`src/logic/ditd_pkg.sv`:
```
package ditd_pkg;

  localparam int unsigned CLK_FREQ_HZ      = 10_000_000;
  localparam int unsigned FILT_STEP_US     = 500;
  localparam int unsigned FILT_STEP_CYCLES = (CLK_FREQ_HZ / 1_000_000) * FILT_STEP_US;
  localparam int unsigned LOSS_TICK_MS     = 100;
  localparam int unsigned LOSS_TICK_CYCLES = (CLK_FREQ_HZ / 1000) * LOSS_TICK_MS;

  localparam logic [4:0] FN_SPEED_L    = 5'h00;
  localparam logic [4:0] FN_SPEED_M    = 5'h01;
  localparam logic [4:0] FN_SPEED_H    = 5'h02;
  localparam logic [4:0] FN_RAMP_L     = 5'h03;
  localparam logic [4:0] FN_RAMP_M     = 5'h04;
  localparam logic [4:0] FN_RAMP_H     = 5'h05;
  localparam logic [4:0] FN_DC_INJECTION_BRAKE   = 5'h06;
  localparam logic [4:0] FN_ALT_PARAM  = 5'h07;
  localparam logic [4:0] FN_V_SWITCH   = 5'h09;
  localparam logic [4:0] FN_UP         = 5'h0A;
  localparam logic [4:0] FN_DOWN       = 5'h0B;
  localparam logic [4:0] FN_THREE_WIRE = 5'h0C;
  localparam logic [4:0] FN_TRIP_NO    = 5'h0D;
  localparam logic [4:0] FN_TRIP_NC    = 5'h0E;
  localparam logic [4:0] FN_OPEN_LOOP  = 5'h10;
  localparam logic [4:0] FN_HOLD       = 5'h12;
  localparam logic [4:0] FN_RAMP_OFF   = 5'h13;

  localparam logic [1:0] LOSS_CRIT_NONE  = 2'h0;
  localparam logic [1:0] LOSS_CRIT_HALF  = 2'h1;
  localparam logic [1:0] LOSS_CRIT_BELOW = 2'h2;

  localparam logic [1:0] LOSS_ACT_NONE  = 2'h0;
  localparam logic [1:0] LOSS_ACT_COAST = 2'h1;
  localparam logic [1:0] LOSS_ACT_STOP  = 2'h2;

  localparam logic [2:0] SRC_KEYPAD_1 = 3'h0;
  localparam logic [2:0] SRC_KEYPAD_2 = 3'h1;
  localparam logic [2:0] SRC_VOLTAGE  = 3'h2;
  localparam logic [2:0] SRC_CURRENT  = 3'h3;
  localparam logic [2:0] SRC_SUMMED   = 3'h4;

  localparam logic [7:0] FILT_RESET = 8'h00;

  typedef enum logic [2:0] {
    LOSS_IDLE    = 3'b001,
    LOSS_WAIT    = 3'b010,
    LOSS_DECLARE = 3'b100
  } ditd_loss_type;

endpackage : ditd_pkg

```
`src/logic/ditd_filter_if.sv`:
```
`timescale 1ns/100ps
interface ditd_filter_if;
  logic       step_en;
  logic [7:0] filt_const;
  logic [7:0] raw;
  logic [7:0] clean;
  modport filt (input step_en, input filt_const, input raw, output clean);
  modport top  (output step_en, output filt_const, output raw, input clean);
endinterface : ditd_filter_if

```
`src/logic/ditd_input_filter.sv`:
```
`timescale 1ns/100ps
module ditd_input_filter
  import ditd_pkg::*;
(
  // Clock and reset.
  input  wire logic     clk_i,
  input  wire logic     rst_i,
  // Filter channel.
  ditd_filter_if.filt   fif
);

  logic [7:0] cnt [8];
  logic [7:0] clean;

  assign fif.clean = clean;

  // A new pin level is accepted once it has held through filt_const step pulses, or at the next edge when filt_const is zero.
  always_ff @(posedge clk_i or posedge rst_i) begin
    if (rst_i) begin
      clean <= FILT_RESET;
      for (int i = 0; i < 8; i++) begin
        cnt[i] <= 8'h00;
      end
    end else begin
      for (int i = 0; i < 8; i++) begin
        if (fif.raw[i] == clean[i]) begin
          cnt[i] <= 8'h00;
        end else if (fif.filt_const == 8'h00 || cnt[i] >= fif.filt_const) begin
          clean[i] <= fif.raw[i]; // [RULE23]
          cnt[i]   <= 8'h00;
        end else if (fif.step_en) begin
          cnt[i] <= cnt[i] + 8'h01; // [RULE23]
        end
      end
    end
  end

endmodule : ditd_input_filter

```
`src/logic/ditd_terminal_decoder.sv`:
```
`timescale 1ns/100ps
// Contract
// RULE1: Criterion 0 never checks for loss.
// RULE2: Criterion 1: below half minimum is loss.
// RULE3: Criterion 2: below minimum is loss.
// RULE4: Check only for analog frequency sources.
// RULE5: Action 0 keeps running after loss.
// RULE6: Action 1 cuts output at once.
// RULE7: Action 2 decelerates to stop.
// RULE8: Loss must persist for the timeout.
// RULE9: Timeout and action also cover keypad loss.
// RULE10: Decode each terminal function code.
// RULE11: Speed bits form step frequency index.
// RULE12: Jog overrides every other terminal; run latch, open-loop and trip outputs ignore jog.
// RULE13: Ramp bits form accel/decel index.
// RULE14: DC braking only while stopped and closed.
// RULE15: Alternate terminal selects second parameter set.
// RULE16: Voltage switch takes voltage input reference.
// RULE17: Normally-open trip on latches a fault.
// RULE18: Normally-closed trip off latches a fault.
// RULE19: Open-loop switch accepted only while stopped.
// RULE20: Analog hold freezes frequency until released.
// RULE21: Three-wire latches start from momentary buttons.
// RULE22: Terminal input and output states readable.
// RULE23: Filter time is constant times 0.5 ms.
// RULE24: Loss counter restarts when input recovers.
module ditd_terminal_decoder
  import ditd_pkg::*;
(
  // Clock and reset.
  input  wire logic        CLOCK_I,
  input  wire logic        SYS_RST_I,
  // Terminal pins, level active high.
  input  wire logic        MULTI_INPUT_A_I,
  input  wire logic        MULTI_INPUT_B_I,
  input  wire logic        MULTI_INPUT_C_I,
  input  wire logic        JOG_I,
  input  wire logic        FWD_RUN_I,
  input  wire logic        REV_RUN_I,
  input  wire logic        FAULT_RESET_I,
  input  wire logic        OUTPUT_BLOCK_I,
  // Configuration.
  input  wire logic [4:0]  FUNC_A_I,
  input  wire logic [4:0]  FUNC_B_I,
  input  wire logic [4:0]  FUNC_C_I,
  input  wire logic [7:0]  FILT_CONST_I,
  input  wire logic [2:0]  FREQ_SOURCE_SELECT_I,
  input  wire logic [1:0]  LOSS_CRIT_I,
  input  wire logic [1:0]  LOSS_ACT_I,
  input  wire logic [7:0]  LOSS_TIMEOUT_I,
  // Analog reference and drive state.
  input  wire logic [11:0] VOLTAGE_ANALOG_IN_I,
  input  wire logic [11:0] CURRENT_ANALOG_IN_I,
  input  wire logic [11:0] VOLTAGE_MIN_I,
  input  wire logic [11:0] CURRENT_MIN_I,
  input  wire logic        KEYPAD_CMD_LOST_I,
  input  wire logic        DRIVE_STOPPED_I,
  input  wire logic [1:0]  OUT_TERMINALS_I,
  // Decoded selections.
  output logic      [2:0]  STEP_INDEX_O,
  output logic      [2:0]  RAMP_INDEX_O,
  output logic             JOG_ACTIVE_O,
  output logic             DC_INJECTION_BRAKE_O,
  output logic             ALTERNATE_PARAM_SET_O,
  output logic             VOLTAGE_SOURCE_SWITCH_O,
  output logic             UP_O,
  output logic             DOWN_O,
  output logic             RUN_LATCH_O,
  output logic             OPEN_LOOP_O,
  output logic             FREQ_HOLD_O,
  output logic             RAMP_DISABLE_O,
  // Trip and loss reaction.
  output logic             EXT_TRIP_O,
  output logic             REF_LOST_O,
  output logic             COAST_STOP_O,
  output logic             DECEL_STOP_O,
  // Status.
  output logic      [7:0]  IN_STATUS_O,
  output logic      [1:0]  OUT_STATUS_O
);

  ditd_filter_if fif ();

  logic [15:0]   filt_div;
  logic [19:0]   tick_div;
  logic          tick;
  logic [7:0]    loss_cnt;
  ditd_loss_type loss_state;
  logic [2:0]    next_step;
  logic [2:0]    next_ramp;
  logic [11:0]   active_in;
  logic [11:0]   active_min;
  logic [11:0]   threshold;
  logic          analog_src;
  logic          below;
  logic          loss_cond;
  logic          ta;
  logic          tb;
  logic          tc;
  logic          jog;
  logic          settled;

  // A pin whose code matches the function, or zero when no pin carries it.
  function automatic logic fn_on(input logic [4:0] code);
    return (FUNC_A_I == code && ta) || (FUNC_B_I == code && tb) || (FUNC_C_I == code && tc);
  endfunction : fn_on

  function automatic logic fn_any(input logic [4:0] code);
    return FUNC_A_I == code || FUNC_B_I == code || FUNC_C_I == code;
  endfunction : fn_any

  assign fif.step_en    = (filt_div == 16'(FILT_STEP_CYCLES - 1));
  assign fif.filt_const = FILT_CONST_I;
  assign fif.raw        = {OUTPUT_BLOCK_I, FAULT_RESET_I, REV_RUN_I, FWD_RUN_I,
                           MULTI_INPUT_C_I, MULTI_INPUT_B_I, MULTI_INPUT_A_I, JOG_I};

  ditd_input_filter u_filter (
    .clk_i (CLOCK_I),
    .rst_i (SYS_RST_I),
    .fif   (fif.filt)
  );

  assign jog = fif.clean[0];
  assign ta  = fif.clean[1];
  assign tb  = fif.clean[2];
  assign tc  = fif.clean[3];

  // A closed trip-B contact reads open until the filter first agrees with the pins after reset.
  always_ff @(posedge CLOCK_I or posedge SYS_RST_I) begin
    if (SYS_RST_I) begin
      settled <= 1'b0;
    end else if (fif.clean == fif.raw) begin
      settled <= 1'b1;
    end
  end

  // One shared step divider feeds every channel, so a response can come up to one step early.
  always_ff @(posedge CLOCK_I or posedge SYS_RST_I) begin
    if (SYS_RST_I) begin
      filt_div <= 16'h0000;
    end else if (fif.step_en) begin
      filt_div <= 16'h0000;
    end else begin
      filt_div <= filt_div + 16'h0001; // [RULE23]
    end
  end

  // The timeout counts in 100 ms ticks so an 8-bit setting covers 25 seconds.
  always_ff @(posedge CLOCK_I or posedge SYS_RST_I) begin
    if (SYS_RST_I) begin
      tick_div <= 20'h00000;
      tick     <= 1'b0;
    end else begin
      tick <= (tick_div == 20'(LOSS_TICK_CYCLES - 1));
      if (tick_div == 20'(LOSS_TICK_CYCLES - 1)) begin
        tick_div <= 20'h00000;
      end else begin
        tick_div <= tick_div + 20'h00001;
      end
    end
  end

  always_comb begin
    next_step = {fn_on(FN_SPEED_H), fn_on(FN_SPEED_M), fn_on(FN_SPEED_L)}; // [RULE10] [RULE11]
    next_ramp = {fn_on(FN_RAMP_H), fn_on(FN_RAMP_M), fn_on(FN_RAMP_L)}; // [RULE10] [RULE13]
    if (jog) begin
      next_step = 3'h0; // [RULE12]
      next_ramp = 3'h0; // [RULE12]
    end
  end

  always_ff @(posedge CLOCK_I or posedge SYS_RST_I) begin
    if (SYS_RST_I) begin
      STEP_INDEX_O            <= 3'h0;
      RAMP_INDEX_O            <= 3'h0;
      JOG_ACTIVE_O            <= 1'b0;
      DC_INJECTION_BRAKE_O    <= 1'b0;
      ALTERNATE_PARAM_SET_O   <= 1'b0;
      VOLTAGE_SOURCE_SWITCH_O <= 1'b0;
      UP_O                    <= 1'b0;
      DOWN_O                  <= 1'b0;
      FREQ_HOLD_O             <= 1'b0;
      RAMP_DISABLE_O          <= 1'b0;
    end else begin
      STEP_INDEX_O            <= next_step;
      RAMP_INDEX_O            <= next_ramp;
      JOG_ACTIVE_O            <= jog; // [RULE12]
      DC_INJECTION_BRAKE_O    <= !jog && fn_on(FN_DC_INJECTION_BRAKE) && DRIVE_STOPPED_I; // [RULE14]
      ALTERNATE_PARAM_SET_O   <= !jog && fn_on(FN_ALT_PARAM); // [RULE15]
      VOLTAGE_SOURCE_SWITCH_O <= !jog && fn_on(FN_V_SWITCH); // [RULE16]
      UP_O                    <= !jog && fn_on(FN_UP); // [RULE10]
      DOWN_O                  <= !jog && fn_on(FN_DOWN); // [RULE10]
      FREQ_HOLD_O             <= !jog && fn_on(FN_HOLD) && analog_src; // [RULE20]
      RAMP_DISABLE_O          <= !jog && fn_on(FN_RAMP_OFF); // [RULE10]
    end
  end

  // Three-wire: forward starts and latches, the stop button opens the latch.
  always_ff @(posedge CLOCK_I or posedge SYS_RST_I) begin
    if (SYS_RST_I) begin
      RUN_LATCH_O <= 1'b0;
    end else if (!fn_any(FN_THREE_WIRE)) begin
      RUN_LATCH_O <= fif.clean[4];
    end else if (!fn_on(FN_THREE_WIRE)) begin
      RUN_LATCH_O <= 1'b0; // [RULE21]
    end else if (fif.clean[4]) begin
      RUN_LATCH_O <= 1'b1; // [RULE21]
    end
  end

  // The mode only changes at standstill to avoid a bump in a running loop.
  always_ff @(posedge CLOCK_I or posedge SYS_RST_I) begin
    if (SYS_RST_I) begin
      OPEN_LOOP_O <= 1'b0;
    end else if (DRIVE_STOPPED_I) begin
      OPEN_LOOP_O <= fn_on(FN_OPEN_LOOP); // [RULE19]
    end
  end

  // Trips stay latched until the filtered reset terminal is seen.
  always_ff @(posedge CLOCK_I or posedge SYS_RST_I) begin
    if (SYS_RST_I) begin
      EXT_TRIP_O <= 1'b0;
    end else if (fn_on(FN_TRIP_NO)) begin
      EXT_TRIP_O <= 1'b1; // [RULE17]
    end else if (settled && ((FUNC_A_I == FN_TRIP_NC && !ta) ||
                 (FUNC_B_I == FN_TRIP_NC && !tb) || (FUNC_C_I == FN_TRIP_NC && !tc))) begin
      EXT_TRIP_O <= 1'b1; // [RULE18]
    end else if (fif.clean[6]) begin
      EXT_TRIP_O <= 1'b0;
    end
  end

  always_comb begin
    analog_src = (FREQ_SOURCE_SELECT_I == SRC_VOLTAGE) || (FREQ_SOURCE_SELECT_I == SRC_CURRENT) ||
                 (FREQ_SOURCE_SELECT_I == SRC_SUMMED); // [RULE4]
    active_in  = (FREQ_SOURCE_SELECT_I == SRC_CURRENT) ? CURRENT_ANALOG_IN_I : VOLTAGE_ANALOG_IN_I;
    active_min = (FREQ_SOURCE_SELECT_I == SRC_CURRENT) ? CURRENT_MIN_I : VOLTAGE_MIN_I;
    threshold  = (LOSS_CRIT_I == LOSS_CRIT_HALF) ? {1'b0, active_min[11:1]} : active_min; // [RULE2]
    below      = active_in < threshold; // [RULE3]
    if (FREQ_SOURCE_SELECT_I == SRC_SUMMED) begin
      below = (VOLTAGE_ANALOG_IN_I < ((LOSS_CRIT_I == LOSS_CRIT_HALF) ?
               {1'b0, VOLTAGE_MIN_I[11:1]} : VOLTAGE_MIN_I)) ||
              (CURRENT_ANALOG_IN_I < ((LOSS_CRIT_I == LOSS_CRIT_HALF) ?
               {1'b0, CURRENT_MIN_I[11:1]} : CURRENT_MIN_I));
    end
    loss_cond = 1'b0;
    if (analog_src && LOSS_CRIT_I != LOSS_CRIT_NONE && LOSS_CRIT_I != 2'h3) begin // [RULE1]
      loss_cond = below;
    end else if (FREQ_SOURCE_SELECT_I == SRC_KEYPAD_1 || FREQ_SOURCE_SELECT_I == SRC_KEYPAD_2) begin
      loss_cond = KEYPAD_CMD_LOST_I; // [RULE9]
    end
  end

  always_ff @(posedge CLOCK_I or posedge SYS_RST_I) begin
    if (SYS_RST_I) begin
      loss_state <= LOSS_IDLE;
      loss_cnt   <= 8'h00;
    end else begin
      case (loss_state)
        LOSS_IDLE: begin
          loss_cnt <= 8'h00;
          if (loss_cond) begin
            loss_state <= LOSS_WAIT;
          end
        end
        LOSS_WAIT: begin
          if (!loss_cond) begin
            loss_state <= LOSS_IDLE; // [RULE24]
            loss_cnt   <= 8'h00; // [RULE24]
          end else if (loss_cnt >= LOSS_TIMEOUT_I) begin
            loss_state <= LOSS_DECLARE; // [RULE8]
          end else if (tick) begin
            loss_cnt <= loss_cnt + 8'h01; // [RULE8]
          end
        end
        LOSS_DECLARE: begin
          if (!loss_cond) begin
            loss_state <= LOSS_IDLE;
          end
        end
        default: begin
          loss_state <= LOSS_IDLE;
        end
      endcase
    end
  end

  always_ff @(posedge CLOCK_I or posedge SYS_RST_I) begin
    if (SYS_RST_I) begin
      REF_LOST_O   <= 1'b0;
      COAST_STOP_O <= 1'b0;
      DECEL_STOP_O <= 1'b0;
    end else begin
      REF_LOST_O   <= (loss_state == LOSS_DECLARE); // [RULE5]
      COAST_STOP_O <= (loss_state == LOSS_DECLARE) && LOSS_ACT_I == LOSS_ACT_COAST; // [RULE6]
      DECEL_STOP_O <= (loss_state == LOSS_DECLARE) && LOSS_ACT_I == LOSS_ACT_STOP; // [RULE7]
    end
  end

  always_ff @(posedge CLOCK_I or posedge SYS_RST_I) begin
    if (SYS_RST_I) begin
      IN_STATUS_O  <= 8'h00;
      OUT_STATUS_O <= 2'h0;
    end else begin
      IN_STATUS_O  <= fif.clean; // [RULE22]
      OUT_STATUS_O <= OUT_TERMINALS_I; // [RULE22]
    end
  end

endmodule : ditd_terminal_decoder

```
`config.mk`:
```
export PLATFORM = sky130hd
export DESIGN_NAME = ditd_terminal_decoder
export DESIGN_NICKNAME = d
export VERILOG_FILES = /design/src/logic/ditd_pkg.sv /design/src/logic/ditd_filter_if.sv /design/src/logic/ditd_input_filter.sv /design/src/logic/ditd_terminal_decoder.sv
export SDC_FILE = /design/constraint.sdc
export NUM_CORES = 1
export LEC_CHECK = 0
export ABC_AREA = 1
export CORE_AREA = 5 5 148 150
export DETAILED_ROUTE_END_ITERATION = 7
export DIE_AREA = 0 0 153 155
export DONT_BUFFER_PORTS = 1
export PLACE_DENSITY = 0.74
export SYNTH_ARGS = -nofsm -noshare
export SYNTH_HDL_FRONTEND = slang
export SYNTH_HIERARCHICAL = 1
export SYNTH_SLANG_ARGS = --single-unit
```
`constraint.sdc`:
```
create_clock -name CLOCK_I -period 2.95 [get_ports CLOCK_I]
set_clock_uncertainty 0.15 [all_clocks]
set_input_delay 0.1475 -clock CLOCK_I [delete_from_list [all_inputs] [get_ports CLOCK_I]]
set_output_delay 0.1475 -clock CLOCK_I [all_outputs]
set_load 0.03 [all_outputs]
```
# Yosys cells after proc, flatten, opt, wreduce, memory -nomap -nowiden
# Index checks and enable logic that the tools add are counted.
dict set report op_classes {
  n_addsub 11
  magnitude_cmp 12
  n_eq_ne 76
  n_mux 51
  bitwise 8
  n_reduce_logical 143
}
# operator n
set op_table {}
lappend op_table {{8-bit two-way mux} 27}
lappend op_table {{5-bit by 4-bit == test with 1-bit output (second input constant)} 18}
lappend op_table {{8-bit by 1-bit adder with 8-bit output (second input constant)} 9}
lappend op_table {{8-bit greater-or-equal comparator} 9}
lappend op_table {{1-bit logical AND} 65}
lappend op_table {{5-bit by 3-bit == test with 1-bit output (second input constant)} 12}
lappend op_table {{12-bit two-way mux} 5}
lappend op_table {{1-bit logical OR} 48}
lappend op_table {{5-bit == test (second input constant)} 9}
lappend op_table {{12-bit < comparator} 3}
lappend op_table {{5-bit by 2-bit == test with 1-bit output (second input constant)} 6}
lappend op_table {{3-bit nonzero test} 9}
lappend op_table {{20-bit by 1-bit adder with 20-bit output (second input constant)} 1}
lappend op_table {{20-bit == test (second input constant)} 1}
lappend op_table {{20-bit two-way mux} 1}
lappend op_table {{3-bit two-way mux} 6}
lappend op_table {{16-bit by 1-bit adder with 16-bit output (second input constant)} 1}
lappend op_table {{16-bit by 13-bit == test with 1-bit output (second input constant)} 1}
lappend op_table {{16-bit two-way mux} 1}
lappend op_table {{8-bit case mux with 2 select lines} 1}
lappend op_table {{2-bit AND reduction} 8}
lappend op_table {{5-bit by 1-bit == test with 1-bit output (second input constant)} 3}
lappend op_table {{5-bit logical NOT} 3}
lappend op_table {{3-bit by 2-bit == test with 1-bit output (second input constant)} 3}
lappend op_table {{other kinds (17)} 51}
dict set report totals {
  ff_bits 151
}

# Longest topological paths before layout
dict set report depth {
  word_depth 8
  depth_mapped 20
}

# Hierarchy
# Netlist, hierarchy kept.
# module instances cells_each area_each_um2 seq_area_each_um2
set by_module_without_submodules {}
lappend by_module_without_submodules {ditd_input_filter 1 796 6034.5 1801.7}
lappend by_module_without_submodules {ditd_terminal_decoder 1 776 5642.9 1953.1}

# Least setup slack after synthesis
# No wires, ideal clock.
dict set report synth_timing {
  path_kind {in2reg}
  from {input LOSS_CRIT_I[1]}
  to {register loss_cnt[0]}
  arrival_ps 2173
  required_ps 2735
  setup_slack_ps 561
  path_stages 16
  path_cell_list {inv_2 > nand2_2 > buf_1 > mux2i_1 > ha_1 > a21oi_1 > o21ai_0 > a21oi_1 > a21oi_1 > nand2_1 > nand3_2 > nand2_2 > nand3_2 > nand2_2 > nand2_1 > nand2_1}
}
dict set report synth_via {
  elab_chain_cells 8
}
# item line
set synth_rtl {}
lappend synth_rtl {{from (decl)} ditd_terminal_decoder.sv:48} ;# input wire logic [1:0] LOSS_CRIT_I,
lappend synth_rtl {{2-bit by 1-bit == test with 1-bit output} {ditd_terminal_decoder.sv:239, ditd_terminal_decoder.sv:242, ditd_terminal_decoder.sv:244}}
lappend synth_rtl {{12-bit two-way mux, on equally long branches} {ditd_terminal_decoder.sv:242, ditd_terminal_decoder.sv:244}}
lappend synth_rtl {{12-bit < comparator, on equally long branches} {ditd_terminal_decoder.sv:242, ditd_terminal_decoder.sv:244}}
lappend synth_rtl {{1-bit logical OR} ditd_terminal_decoder.sv:243} ;# {1'b0, VOLTAGE_MIN_I[11:1]} : VOLTAGE_MIN_I)) ||
lappend synth_rtl {{1-bit two-way mux} ditd_terminal_decoder.sv:241} ;# if (FREQ_SOURCE_SELECT_I == SRC_SUMMED) begin
lappend synth_rtl {{1-bit two-way mux *} ditd_terminal_decoder.sv:248} ;# if (analog_src && LOSS_CRIT_I != LOSS_CRIT_NONE && LOSS_CRIT_I != 2'h3) begin
lappend synth_rtl {{3-bit inequality test (no line) / 8-bit two-way mux (equally long branches)} n/a}
lappend synth_rtl {{3-bit AND reduction (no line) / 8-bit case mux with 2 select lines (equally long branches)} n/a}
lappend synth_rtl {{to (signal assigned)} ditd_terminal_decoder.sv:274} ;# loss_cnt <= loss_cnt + 8'h01;
lappend synth_rtl {{to (decl)} ditd_terminal_decoder.sv:87} ;# logic [7:0] loss_cnt;
# Mark *: on every way between the ends. The rest lies on a longest branch, timed or not.
# A chain may end at the register's enable or synchronous reset.

# Worst setup path after layout
dict set report layout_timing {
  from {input FUNC_B_I[3]}
  to {register RAMP_DISABLE_O}
}
dict set report layout_via {
  elab_chain_cells 5
}
# item line
set layout_rtl {}
lappend layout_rtl {{from (decl)} ditd_terminal_decoder.sv:44} ;# input wire logic [4:0] FUNC_B_I,
lappend layout_rtl {{5-bit == test} ditd_terminal_decoder.sv:105} ;# return (FUNC_A_I == code && ta) || (FUNC_B_I == code && tb) || (FUNC_C_I == code && tc);
lappend layout_rtl {{1-bit logical AND} ditd_terminal_decoder.sv:105}
lappend layout_rtl {{1-bit logical OR (2 in a row)} ditd_terminal_decoder.sv:105}
lappend layout_rtl {{1-bit logical AND} ditd_terminal_decoder.sv:194} ;# RAMP_DISABLE_O <= !jog && fn_on(FN_RAMP_OFF);
lappend layout_rtl {{to (signal assigned)} ditd_terminal_decoder.sv:194}
lappend layout_rtl {{to (decl)} ditd_terminal_decoder.sv:71} ;# output logic RAMP_DISABLE_O,
# Every way passes these cells.

==> impl_metrics.toml <==
[route]
wire_per_inst_um = 15.6
routed_wl_um = 29800
drc = 0
drt-initial-drc-count = 702
vias = 10745
final_antenna_net_count = 0
vias_per_cell = 5.63
first_pass_iters = 6

[worst_setup_path]
arrival_ns = 3.08
worst-endpoint-required_ns = 3.18
worstSetupStartpointType = "primary input"
critPathTopFamily = "buffers and inverters"
cp_slowest_cell = "dlygate4sd3_1"
cpMostUsedCell = "dlygate4sd3_1"
crit_path_cell_trace = "dlygate4sd3_1, nor2_1, nand3_1, dlygate4sd3_1, nor2_1, dlygate4sd3_1, o31ai_1, dlygate4sd3_1, inv_1"
end_kind = "flop"
max_stage_delay_ns = 0.61
crit_buf_inv = 5
criticalPathCategory = "primary input to flop"
crit_fanout = 4

[synthesis]
synth_compound_area_frac = 0.0686
synth_cell_types = 47
seq_area_frac_synth = 0.322
yosys_most_used_dff = "dfrtp_1"
synthCells = 1572
synth-edff-count = 0
synthAdderAreaFrac = 0.124
syn_nets = 1788
synth-seq-cells = 150
yosys_warnings = 6
synth_area_um2 = 11700
synthMuxAreaShare = 0.0146
async_reset_ff_frac = 1.00
synth_top_family_by_area = "simple AND/OR/NAND/NOR gates"
yosys.area_share.xor_xnor = 0.0520
syn_area_per_cell_um2 = 7.43
yosys.area_share.simple = 0.317

[global_route]
use_met2 = 0.427
busiest_layer = "met2"
antenna_found_initial = 0
grt_overflow = 0
grt_pass1_vias = 10225
use_met3 = 0.0595
grt_use_total = 0.254
grt_max_degree = 67
grt_use_met1 = 0.328
grt_pass1_wl_um = 50100

[clock_tree]
root_buffer = "clkbuf_16"
clockBufferDepth = 2
cts_resized = 0
cts_buffers = 17
clk_latency_ns = 0.44
clk_pin_slew_worst_paths_ns = 0.07
cts_sinks = 150
htreeDepth = 4
cts_tree = "built"

[sta]
hold_violations = 0
max_slew_margin = 0.458
fin_crit_sh = 0.968
rsz0062_at_grt = "no"
drv_slew = 0
min_period_ns = 2.85
setup_ws_ns = 0.0959
setup_tns_ns = 0
hold_slack_ns = 0.0180
timing.fmax_ghz = 0.350
setup_violations = 0
tightest_slew_ns = 0.812

[die]
start_util = 0.568
rows = 53
dieArea_um2 = 23700
core_um2 = 20600
io_pins = 130
die_h_um = 155
die_w_um = 153

[final_layout]
diodes = 0
fill_cells = 1791
syn_to_final_growth_pct = 11.4
regArea_um2 = 3750
multi_input_comb_area_um2 = 6730
fin_cells = 1910
nNetsFinal = 1838
drive_gt1_frac = 0.0587

[place]
io_buffers = 0
place_hpwl_um = 20900
gp_congestion = 0.950
place_ws_ns = 0.215
place_inst = 1828

[run]
cap_violations = 0

[power_and_ir_drop]
ir_worst_vdd_uv = 413
leakage_nw = 7.21
powerDensity_nw_per_um2 = 404

[worst_hold_path]
hold_path.class = "primary input to flop"

[run_status]
outcome = "finished clean"
power by group:
part / total [mW] / leakage, nW / internal, mW / switching [mW]
clock: 2.21 / 0.282 / 1.20 / 1.01
combinational: 0.795 / 4.89 / 0.259 / 0.536
sequential: 2.26 / 2.04 / 2.11 / 0.146
total: 5.26 / 7.21 / 3.57 / 1.69
timing repair:
action                    CTS  global route
hold endpoints to repair  152             0
hold buffers               50             0
buffers inserted            0             0
routing by layer:
metal	share of wire	wire length (um)
met1	0.43	12800
met2	0.48	14200
met3	0.072	2160
met4	0.020	591
met5	0	0
layout by cell type, fill, tap and decap left out, drive strengths merged, types with 18 or more instances in the layout:
cell         synthesis  final
clkbuf               9     18
nor3                32     32
nor2                95     95
a21oi               62     62
nand4               91     91
nand3              162    162
nand2              389    389
dfrtp              149    149
ha                 116    116
xor2                56     56
o21ai               54     54
dlygate4sd3          0     50
inv                267    273
cells in the mapped netlist (2+ instances only):
library cell | n | area share
buf_6 | 9 | 0.0087
a21oi_1 | 60 | 0.026
nor4_1 | 10 | 0.0054
inv_2 | 9 | 0.0029
ha_1 | 116 | 0.12
nor2_4 | 14 | 0.014
xor2_1 | 51 | 0.038
dfrtp_1 | 149 | 0.32
xor2_2 | 5 | 0.0070
nand3_1 | 151 | 0.065
buf_1 | 2 | 0.00064
inv_1 | 258 | 0.083
o221ai_1 | 5 | 0.0037
mux2i_1 | 17 | 0.015
clkbuf_8 | 2 | 0.0024
o211ai_1 | 3 | 0.0019
nand3_2 | 10 | 0.0086
o31ai_1 | 6 | 0.0039
nor3_1 | 32 | 0.014
o21ai_0 | 52 | 0.022
clkbuf_1 | 7 | 0.0023
nand3b_1 | 5 | 0.0032
o22ai_1 | 6 | 0.0032
o21ai_1 | 2 | 0.00086
buf_2 | 5 | 0.0021
nand4_1 | 91 | 0.049
nand2_2 | 7 | 0.0037
nor2_1 | 79 | 0.025
a21oi_4 | 2 | 0.0028
nor2_2 | 2 | 0.0011
xnor2_1 | 9 | 0.0068
nand2_1 | 381 | 0.12
registers in the layout, summed over array words and instances, names as in the netlist, 2 cells and up:
register and count:
u_filter/cnt 64, STEP_INDEX_O 3, filt_div 16, loss_cnt 8, RAMP_INDEX_O 3, u_filter/fif.clean 8, tick_div 20, OUT_STATUS_O 2
loss_state 3, IN_STATUS_O 8
area by class of cell:
type / count / share of cell area
inverter: 267 / 0.0771
timing repair buffer: 57 / 0.0454
clock buffer: 18 / 0.0330
multi-input combinational: 1129 / 0.517
clock inverter: 14 / 0.0122
sequential: 150 / 0.289
tap: 275 / 0.0264
metrics by stage:
step | utilization | area, um^2 | power (mW)
after floorplan | - | 11700 | 2.81
after global placement | 0.580 | 11900 | 3.00
after detailed placement | 0.580 | 11900 | 3.02
after CTS | 0.633 | 13000 | 5.29
after global routing | 0.633 | 13000 | 5.51
final | 0.633 | 13000 | 5.26
logic make-up after synthesis:
group | Yosys count
and+or+nand+nor | 789
muxes | 17
xor gates and xnor gates | 65
AOI/OAI and AO/OA | 142
DFF | 150
buffers and inverters | 293
adders and majority gates | 116
worst min-delay path, cell delays in order:
cell     delay, ns
xnor2_1       0.11
nor2_1        0.14
nand3_1       0.12
nand2_1       0.05
worst paths after layout:
path                                    end                  start  slack (ns)  cells past startpoint
max in group asynchronous   STEP_INDEX_O[2]              SYS_RST_I        1.71                      3
min in group asynchronous      tick_div[18]              SYS_RST_I        0.19                      2
hold reg to reg                 filt_div[0]            filt_div[0]        0.31                      1
setup reg to reg                       UP_O  u_filter/fif.clean[3]        0.19                      8
setup / recovery             RAMP_DISABLE_O            FUNC_B_I[3]         0.1                      9
hold / removal             u_filter/cnt[13]          FAULT_RESET_I        0.02                      4
No activity file was read; power rests on OpenSTA's default activity.
